==> src/radio_cfg_pkg.sv <==
// Constants, field layouts and reset values for the radio synthesizer and modem configuration bank
package radio_cfg_pkg;

	localparam int ADDR_W = 32;
	localparam int DATA_W = 32;
	localparam int REG_W = 8;

	// Register indices; the bus byte address is four times the index
	localparam logic [15:0] IDX_IF_CTRL = 16'hDF07;
	localparam logic [15:0] IDX_OFFSET_CTRL = 16'hDF08;
	localparam logic [15:0] IDX_CARRIER_HIGH = 16'hDF09;
	localparam logic [15:0] IDX_CARRIER_MIDDLE = 16'hDF0A;
	localparam logic [15:0] IDX_CARRIER_LOW = 16'hDF0B;
	localparam logic [15:0] IDX_BW_RATE_EXP = 16'hDF0C;
	localparam logic [15:0] IDX_RATE_MANTISSA = 16'hDF0D;
	localparam logic [1:0] WORD_SHIFT = 2'h2;

	// intermediate_frequency_ctrl fields
	localparam int IF_WORD_LSB = 0;
	localparam int IF_WORD_W = 5;
	localparam int IF_RSVD_BIT = 5;
	localparam logic [4:0] IF_WORD_RST = 5'h0F;
	localparam logic IF_RSVD_RST = 1'h0;

	// synth_offset_ctrl
	localparam logic [7:0] OFFSET_RST = 8'h00;

	// carrier_word_high fields, plus the middle and low byte reset values and the full carrier width
	localparam int CARRIER_HIGH_W = 6;
	localparam logic [1:0] CARRIER_TOP_FIXED = 2'h1;
	localparam logic [5:0] CARRIER_HIGH_RST = 6'h1E;
	localparam logic [7:0] CARRIER_MIDDLE_RST = 8'hC4;
	localparam logic [7:0] CARRIER_LOW_RST = 8'hEC;
	localparam int CARRIER_W = 24;

	// bandwidth_rate_exponent fields
	localparam int BW_EXP_LSB = 6;
	localparam int BW_MANT_LSB = 4;
	localparam int RATE_EXP_LSB = 0;
	localparam logic [1:0] BW_EXP_RST = 2'h2;
	localparam logic [1:0] BW_MANT_RST = 2'h0;
	localparam logic [3:0] RATE_EXP_RST = 4'hC;

	// symbol_rate_mantissa_reg
	localparam logic [7:0] RATE_MANT_RST = 8'h22;

	// Scaling between frequency resolutions as shifts in carrier-word steps, then decimation and symbol rate constants
	localparam int IF_TO_CARRIER_SHIFT = 6;
	localparam int OFFSET_TO_CARRIER_SHIFT = 2;
	localparam logic [3:0] BW_BASE_MANT = 4'h4;
	localparam int BW_PRESCALE_SHIFT = 3;
	localparam int DECIM_W = 9;
	localparam logic [8:0] RATE_HIDDEN_ONE = 9'h100;
	localparam int RATE_WORD_W = 24;

endpackage

==> src/frequency_compose.sv <==
// Combinational arithmetic turning configuration fields into synthesizer and modem words
`timescale 1ns/1ps
`default_nettype none
module frequency_compose (
	input wire logic [4:0] ifWord,
	input wire logic [7:0] offsetWord,
	input wire logic [23:0] carrierWord,
	input wire logic rxActive,
	input wire logic [1:0] bwExponent,
	input wire logic [1:0] bwMantissa,
	input wire logic [3:0] rateExponent,
	input wire logic [7:0] rateMantissa,
	output logic [23:0] synthWord,
	output logic [8:0] decimRatio,
	output logic [23:0] rateWord
);
	logic [23:0] offsetScaled;
	logic [23:0] ifScaled;
	logic [8:0] bwFactor;
	logic [23:0] rateMant;

	// Offset step is four carrier steps, sign extended
	assign offsetScaled = {{14{offsetWord[7]}}, offsetWord, 2'h0};
	// IF step is sixty-four carrier steps
	assign ifScaled = {13'h0000, ifWord, 6'h00};
	assign synthWord = carrierWord + offsetScaled - (rxActive ? ifScaled : 24'h000000);

	assign bwFactor = {5'h00, radio_cfg_pkg::BW_BASE_MANT} + {7'h00, bwMantissa};
	assign decimRatio = 9'((bwFactor << radio_cfg_pkg::BW_PRESCALE_SHIFT) << bwExponent);

	assign rateMant = {15'h0000, radio_cfg_pkg::RATE_HIDDEN_ONE | {1'h0, rateMantissa}};
	assign rateWord = rateMant << rateExponent;
endmodule
`default_nettype wire

==> src/radio_synth_modem_config_regs.sv <==
// APB register bank for the radio synthesizer frequency and modem rate settings
`timescale 1ns/1ps
`default_nettype none
module radio_synth_modem_config_regs (
	input wire logic clock,
	input wire logic srst,
	input wire logic psel,
	input wire logic penable,
	input wire logic pwrite,
	input wire logic [31:0] paddr,
	input wire logic [31:0] pwdata,
	input wire logic [3:0] pstrb,
	output logic [31:0] prdata,
	output logic pready,
	output logic pslverr,
	input wire logic rxActive,
	output logic [4:0] ifWord,
	output logic [4:0] mixerWord,
	output logic [7:0] synthOffsetWord,
	output logic [23:0] carrierWord,
	output logic [23:0] synthWord,
	output logic [1:0] filterBwExponent,
	output logic [1:0] filterBwMantissa,
	output logic [8:0] decimRatio,
	output logic [3:0] symbolRateExponent,
	output logic [7:0] symbolRateMantissa,
	output logic [23:0] symbolRateWord
);
	logic [4:0] ifWord_r;
	logic ifRsvd_r;
	logic [7:0] offset_r;
	logic [5:0] carrierHigh_r;
	logic [7:0] carrierMiddle_r;
	logic [7:0] carrierLow_r;
	logic [1:0] bwExp_r;
	logic [1:0] bwMant_r;
	logic [3:0] rateExp_r;
	logic [7:0] rateMant_r;
	logic [31:0] prdata_r;
	logic [23:0] synthWord_r;
	logic [8:0] decimRatio_r;
	logic [23:0] rateWord_r;
	logic [23:0] synthWord_nxt;
	logic [8:0] decimRatio_nxt;
	logic [23:0] rateWord_nxt;
	logic [7:0] readByte;
	logic mapped;
	logic setupPhase;
	logic accessDone;
	logic wrLow;

	// True when the bus address selects the register with the given index
	function automatic logic hitReg(input logic [31:0] addr, input logic [15:0] idx);
		hitReg = (addr == ({16'h0000, idx} << radio_cfg_pkg::WORD_SHIFT));
	endfunction

	assign mapped = hitReg(paddr, radio_cfg_pkg::IDX_IF_CTRL)
		| hitReg(paddr, radio_cfg_pkg::IDX_OFFSET_CTRL)
		| hitReg(paddr, radio_cfg_pkg::IDX_CARRIER_HIGH)
		| hitReg(paddr, radio_cfg_pkg::IDX_CARRIER_MIDDLE)
		| hitReg(paddr, radio_cfg_pkg::IDX_CARRIER_LOW)
		| hitReg(paddr, radio_cfg_pkg::IDX_BW_RATE_EXP)
		| hitReg(paddr, radio_cfg_pkg::IDX_RATE_MANTISSA);

	// Zero-wait slave; errors only on unmapped addresses
	assign pready = 1'b1;
	assign pslverr = psel & penable & ~mapped;
	assign setupPhase = psel & ~penable;
	assign accessDone = psel & penable & pready;
	// Only the low byte lane carries register data
	assign wrLow = accessDone & pwrite & mapped & pstrb[0];

	always_ff @(posedge clock) begin
		if (srst) begin
			ifWord_r <= radio_cfg_pkg::IF_WORD_RST;
			ifRsvd_r <= radio_cfg_pkg::IF_RSVD_RST;
		end else if (wrLow && hitReg(paddr, radio_cfg_pkg::IDX_IF_CTRL)) begin
			ifWord_r <= pwdata[radio_cfg_pkg::IF_WORD_LSB +: radio_cfg_pkg::IF_WORD_W];
			ifRsvd_r <= pwdata[radio_cfg_pkg::IF_RSVD_BIT];
		end
	end

	always_ff @(posedge clock) begin
		if (srst) begin
			offset_r <= radio_cfg_pkg::OFFSET_RST;
		end else if (wrLow && hitReg(paddr, radio_cfg_pkg::IDX_OFFSET_CTRL)) begin
			offset_r <= pwdata[7:0];
		end
	end

	always_ff @(posedge clock) begin
		if (srst) begin
			carrierHigh_r <= radio_cfg_pkg::CARRIER_HIGH_RST;
			carrierMiddle_r <= radio_cfg_pkg::CARRIER_MIDDLE_RST;
			carrierLow_r <= radio_cfg_pkg::CARRIER_LOW_RST;
		end else if (wrLow) begin
			if (hitReg(paddr, radio_cfg_pkg::IDX_CARRIER_HIGH)) begin
				// Top two bits are fixed; only the low six are stored
				carrierHigh_r <= pwdata[radio_cfg_pkg::CARRIER_HIGH_W-1:0];
			end
			if (hitReg(paddr, radio_cfg_pkg::IDX_CARRIER_MIDDLE)) begin
				carrierMiddle_r <= pwdata[7:0];
			end
			if (hitReg(paddr, radio_cfg_pkg::IDX_CARRIER_LOW)) begin
				carrierLow_r <= pwdata[7:0];
			end
		end
	end

	always_ff @(posedge clock) begin
		if (srst) begin
			bwExp_r <= radio_cfg_pkg::BW_EXP_RST;
			bwMant_r <= radio_cfg_pkg::BW_MANT_RST;
			rateExp_r <= radio_cfg_pkg::RATE_EXP_RST;
		end else if (wrLow && hitReg(paddr, radio_cfg_pkg::IDX_BW_RATE_EXP)) begin
			bwExp_r <= pwdata[radio_cfg_pkg::BW_EXP_LSB +: 2];
			bwMant_r <= pwdata[radio_cfg_pkg::BW_MANT_LSB +: 2];
			rateExp_r <= pwdata[radio_cfg_pkg::RATE_EXP_LSB +: 4];
		end
	end

	always_ff @(posedge clock) begin
		if (srst) begin
			rateMant_r <= radio_cfg_pkg::RATE_MANT_RST;
		end else if (wrLow && hitReg(paddr, radio_cfg_pkg::IDX_RATE_MANTISSA)) begin
			rateMant_r <= pwdata[7:0];
		end
	end

	// Read mux; unused bits read as zero, the reserved IF bit reads back its stored value
	always_comb begin
		readByte = 8'h00;
		if (hitReg(paddr, radio_cfg_pkg::IDX_IF_CTRL)) begin
			readByte = {2'h0, ifRsvd_r, ifWord_r};
		end else if (hitReg(paddr, radio_cfg_pkg::IDX_OFFSET_CTRL)) begin
			readByte = offset_r;
		end else if (hitReg(paddr, radio_cfg_pkg::IDX_CARRIER_HIGH)) begin
			readByte = {radio_cfg_pkg::CARRIER_TOP_FIXED, carrierHigh_r};
		end else if (hitReg(paddr, radio_cfg_pkg::IDX_CARRIER_MIDDLE)) begin
			readByte = carrierMiddle_r;
		end else if (hitReg(paddr, radio_cfg_pkg::IDX_CARRIER_LOW)) begin
			readByte = carrierLow_r;
		end else if (hitReg(paddr, radio_cfg_pkg::IDX_BW_RATE_EXP)) begin
			readByte = {bwExp_r, bwMant_r, rateExp_r};
		end else if (hitReg(paddr, radio_cfg_pkg::IDX_RATE_MANTISSA)) begin
			readByte = rateMant_r;
		end
	end

	// Read data is captured in the setup cycle so it is stable through the access phase
	always_ff @(posedge clock) begin
		if (srst) begin
			prdata_r <= 32'h00000000;
		end else if (setupPhase) begin
			prdata_r <= {24'h000000, readByte};
		end
	end

	frequency_compose u_compose (
		.ifWord(ifWord_r),
		.offsetWord(offset_r),
		.carrierWord({radio_cfg_pkg::CARRIER_TOP_FIXED, carrierHigh_r, carrierMiddle_r, carrierLow_r}),
		.rxActive(rxActive),
		.bwExponent(bwExp_r),
		.bwMantissa(bwMant_r),
		.rateExponent(rateExp_r),
		.rateMantissa(rateMant_r),
		.synthWord(synthWord_nxt),
		.decimRatio(decimRatio_nxt),
		.rateWord(rateWord_nxt)
	);

	// Derived words are registered so downstream logic sees clean flip-flop outputs
	always_ff @(posedge clock) begin
		if (srst) begin
			synthWord_r <= 24'h000000;
			decimRatio_r <= 9'h000;
			rateWord_r <= 24'h000000;
		end else begin
			synthWord_r <= synthWord_nxt;
			decimRatio_r <= decimRatio_nxt;
			rateWord_r <= rateWord_nxt;
		end
	end

	assign prdata = prdata_r;
	assign ifWord = ifWord_r;
	assign mixerWord = ifWord_r;
	assign synthOffsetWord = offset_r;
	assign carrierWord = {radio_cfg_pkg::CARRIER_TOP_FIXED, carrierHigh_r, carrierMiddle_r, carrierLow_r};
	assign synthWord = synthWord_r;
	assign filterBwExponent = bwExp_r;
	assign filterBwMantissa = bwMant_r;
	assign decimRatio = decimRatio_r;
	assign symbolRateExponent = rateExp_r;
	assign symbolRateMantissa = rateMant_r;
	assign symbolRateWord = rateWord_r;
endmodule
`default_nettype wire

==> config.mk <==
export PLATFORM = sky130hd
export DESIGN_NAME = radio_synth_modem_config_regs
export DESIGN_NICKNAME = d
export VERILOG_FILES = /design/src/radio_cfg_pkg.sv /design/src/frequency_compose.sv /design/src/radio_synth_modem_config_regs.sv
export SDC_FILE = /design/constraint.sdc
export NUM_CORES = 1
export LEC_CHECK = 0
export ABC_AREA = 1
export ABC_CLOCK_PERIOD_IN_PS = 3600
export BUFFER_PORTS_ARGS = -buffer_cell sky130_fd_sc_hd__buf_4
export CAP_MARGIN = 10
export CORE_UTILIZATION = 54
export CTS_BUF_LIST = sky130_fd_sc_hd__clkbuf_2 sky130_fd_sc_hd__clkbuf_4 sky130_fd_sc_hd__clkbuf_8
export DETAILED_ROUTE_END_ITERATION = 8
export GPL_TIMING_DRIVEN = 0
export PLACE_DENSITY = 0.9
export SKIP_LAST_GASP = 1
export SLEW_MARGIN = 20
export SYNTH_ARGS = -nofsm -noshare
export SYNTH_HDL_FRONTEND = slang
export SYNTH_SLANG_ARGS = --single-unit
==> constraint.sdc <==
create_clock -name clock -period 3.6 [get_ports clock]
set_clock_uncertainty 0.2 [all_clocks]
set_input_delay 0.36 -clock clock [delete_from_list [all_inputs] [get_ports clock]]
set_output_delay 0.36 -clock clock [all_outputs]
set_load 0.03 [all_outputs]
==> results by group <==
Timing
  – Final period util: 0.908
  – Setup-failing EPs final: 0
  – Setup ws final: ~330 ps
  – Slew headroom: 0.446
  – Sum Neg Setup Slack: 0 ps
  – Worst slew pin tran: between 800 and 900 ps
  – Fin. Hold Viols: 0
  – Final Max Slew Viols: 0
  – Minimum clock period: 3270 ps
  – Achievable Freq: approximately 0.3 GHz
  – Setup repair after global routing missed its margin: false

Clocking
  – CTS Buf Count: 17
  – CTS H-tree lvls: 4
  – Clk slew on worst S/H paths: 80 ps
  – Clock root buffer: clkbuf_8
  – Hold_buf cts: 2
  – Num Clock Sinks: ~110
  – PostCTS Resize Cnt: 0
  – Postcts setup bufs: 0
  – Worst-skew pair later-pin latency: roughly 460 ps
  – CTS Buffer Depth: 2
  – CTS tree: yes

Finish
  – Commonest cells after routing, fill and taps aside: 232 x nand2_1, 201 x buf_4, 165 x inv_1, 117 x nor2_1, 114 x dfxtp_1
  – FF+latch area: around 0.0023 mm2
  – Layout area overhead: 27.8%
  – Fill cell count: approximately 1000
  – Final instance area: just over 0.009 mm2
  – Nets: 1373
  – Commonest non-fill, non-tap cell in the layout: nand2_1
  – Share of layout cells above drive strength 1: 0.231
  – Final core occ: 0.714
  – Multi-input gate area: roughly 0.004 mm2
  – Inserted Diodes: 0

Floorplanning
  – Rows: 41
  – CORE AREA: 0.0128 mm2
  – Die Y: between 100 and 150 um
  – Die Area: around 0.014 mm2
  – Initial core utilization: 0.559
  – Die width: ~120 um
  – Num ports: 223

Logic synthesis
  – Post-Synthesis Cells: roughly 1000
  – Synthesis warning total: 0
  – Yosys cell types: 42
  – Post-synth EDFFs: 0
  – Ys async rst share: 0
  – Mapped Area: 0.00714 mm2
  – Register area share after synthesis: 0.320
  – Flops & latches, synth: 114
  – Syn avg cell area: approximately 6.8 um2
  – Synth Flop Type: dfxtp_1

Critical path
  – Worst r2r path cells: 12
  – CP Class: reg -> reg
  – CP Launch Type: flop
  – Slowest stage delay, CP: 670 ps
  – Worst Setup SP: synthOffsetWord[7]
  – Crit Reg-Reg Endpoint: synthWord[19]
  – Reg2reg start: synthOffsetWord[7]
  – Max Fanout on Critical Path: 17
  – R2R setup slack: 330 ps
  – Top delay family on crit path: compound AO/OA/AOI/OAI gates
  – Worst Path Buf+Inv: 2
  – Worst EP required: approximately 3800 ps
  – Critical path endpoint category: flop
  – Critical-path top delay cell: fa_1
  – Data arrival, critical path: around 3500 ps
  – Worst path cell trace: inv_1 -> fa_1 -> inv_1 -> ha_1 -> a21oi_1 -> o21ai_0 -> a21oi_1 -> o21ai_0 -> a21o_1 -> nand2_1 -> nand2_1 -> nor2_1

Drt
  – Post-DR wirelength/cell: about 15 um
  – DR iter-0 viols: between 800 and 900
  – Routed WL: between 20000 and 25000 um
  – Vias post-DR: 7591
  – Final ANT Viol Nets: 0
  – First-pass iteration count of the detailed router: 6
  – Vias/cell: around 5.3
  – DRC errors left: 0

Power
  – Sw Share: 0.282
  – LEAKAGE: 4.84 nW
  – Clock network fraction of design power: 0.443
  – VDD IR max: 0.255 mV
  – Power share of the sequential group: 0.450
  – Power density over the cells: around 310 mW/mm2
  – Sw Pwr: ~0.0008 W
  – Internal power consumption: 0.00204 W
  – Logic gate share of total power: 0.107

Place
  – DP Area: 0.00869 mm2
  – Dpl hpwl: between 15000 and 20000 um
  – Final GP Congestion: 0.976
  – Port buffer count: approximately 160
  – Place WS: 424 ps

Global route
  – Total Routing Usage GR: 0.333
  – First-pass GRT wire length: approximately 34000 um
  – Initial antenna violation count: 0
  – Vias in the first global route: approximately 6700
  – Largest net degree at the start of global routing: 18
  – Remaining global-route overflow: 0

Min path
  – Worst Hold Depth: 3
  – Worst min path class: in -> reg
  – Hold worst-path end: symbolRateExponent[3]
  – Hold path startpoint: pwdata[3]

Run
  – Maxcap violations: 0

Outcome
  – Status: finished, final reports clean
-- layout make-up --
type	instances	area share
Buffer	64	0.0457
Clock buffer	19	0.0287
Clock inverter	13	0.0162
Inverter	172	0.0711
Multi-Input combinational cell	722	0.427
Sequential cell	114	0.250
Tap cell	172	0.0236
Timing Repair Buffer	166	0.137
-- cells in the mapped netlist (10+ instances only) --
cell type | count | area share
o21ai_0 | 69 | 0.048
buf_4 | 37 | 0.039
a21oi_1 | 58 | 0.041
clkbuf_1 | 21 | 0.011
nand3_1 | 53 | 0.037
nand2_1 | 232 | 0.12
o22ai_1 | 12 | 0.011
nor3_1 | 10 | 0.0070
dfxtp_1 | 114 | 0.32
ha_1 | 37 | 0.065
inv_1 | 165 | 0.087
nor2_1 | 117 | 0.062
nand4_1 | 11 | 0.0096
nor3b_2 | 12 | 0.021
-- worst reg2reg max path: cells and delay by family (launching register included) --
kind / cells / cell delay (ps)
AND/OR/NAND/NOR: 3 / 190
adder cells (fa/ha/maj): 2 / 1000
buffers and inverters: 2 / 410
flip-flops: 1 / 370
AO/OA/AOI/OAI: 5 / 1020
-- routing by layer --
metal	vias to the layer above	routed length, um	GRT usage
li1	3685	-	-
met1	3403	9140	0.436
met2	431	10000	0.524
met3	72	2190	0.0819
met4	0	850	0.138
met5	-	0	0
-- power by group through the flow --
| stage | Clock, W | Sequential [W] | Combinational (W) |
|---|---|---|---|
| finish | 0.00126 | 0.00128 | 0.000304 |
| global route | 0.00133 | 0.00128 | 0.000328 |
| CTS | 0.00126 | 0.00128 | 0.000300 |
| detailed placement | 0 | 0.00131 | 0.000298 |
| global placement | 0 | 0.00131 | 0.000294 |
| floorplan | 0 | 0.00134 | 0.000152 |
-- flip-flops by register name, indices dropped and copies added (netlist names) --
name / flops
decimRatio: 6
symbolRateMantissa: 8
carrierMiddle_r: 8
symbolRateExponent: 4
ifWord: 5
filterBwExponent: 2
carrierLow_r: 8
synthWord: 24
ifRsvd_r: 1
symbolRateWord: 24
carrierHigh_r: 6
synthOffsetWord: 8
prdata: 8
filterBwMantissa: 2
-- metrics by stage --
stage	std cells	hold slack, ps	total power, W
after floorplan	1072	227	0.00149
after global placement	1408	268	0.00160
after detailed placement	1408	267	0.00161
after CTS	1442	15.7	0.00284
after global routing	1442	32.8	0.00294
final	1442	32.2	0.00285
-- worst max path at each step --
stage                    endpoint  cells past startpoint
floorplan           synthWord[19]                     11
global placement    synthWord[19]                     12
detailed placement  synthWord[19]                     12
CTS                 synthWord[19]                     12
global route        synthWord[19]                     12
finish              synthWord[19]                     12
-- cell families after synthesis --
family                     synth area share
AOI/OAI and AO/OA                     0.127
xor gates and xnor gates            0.00123
adders and majority gates            0.0789
buffers and inverters                 0.149
DFF                                   0.320
other                               0.00105
and+or+nand+nor                       0.323
No activity file was read; power rests on OpenSTA's default activity.
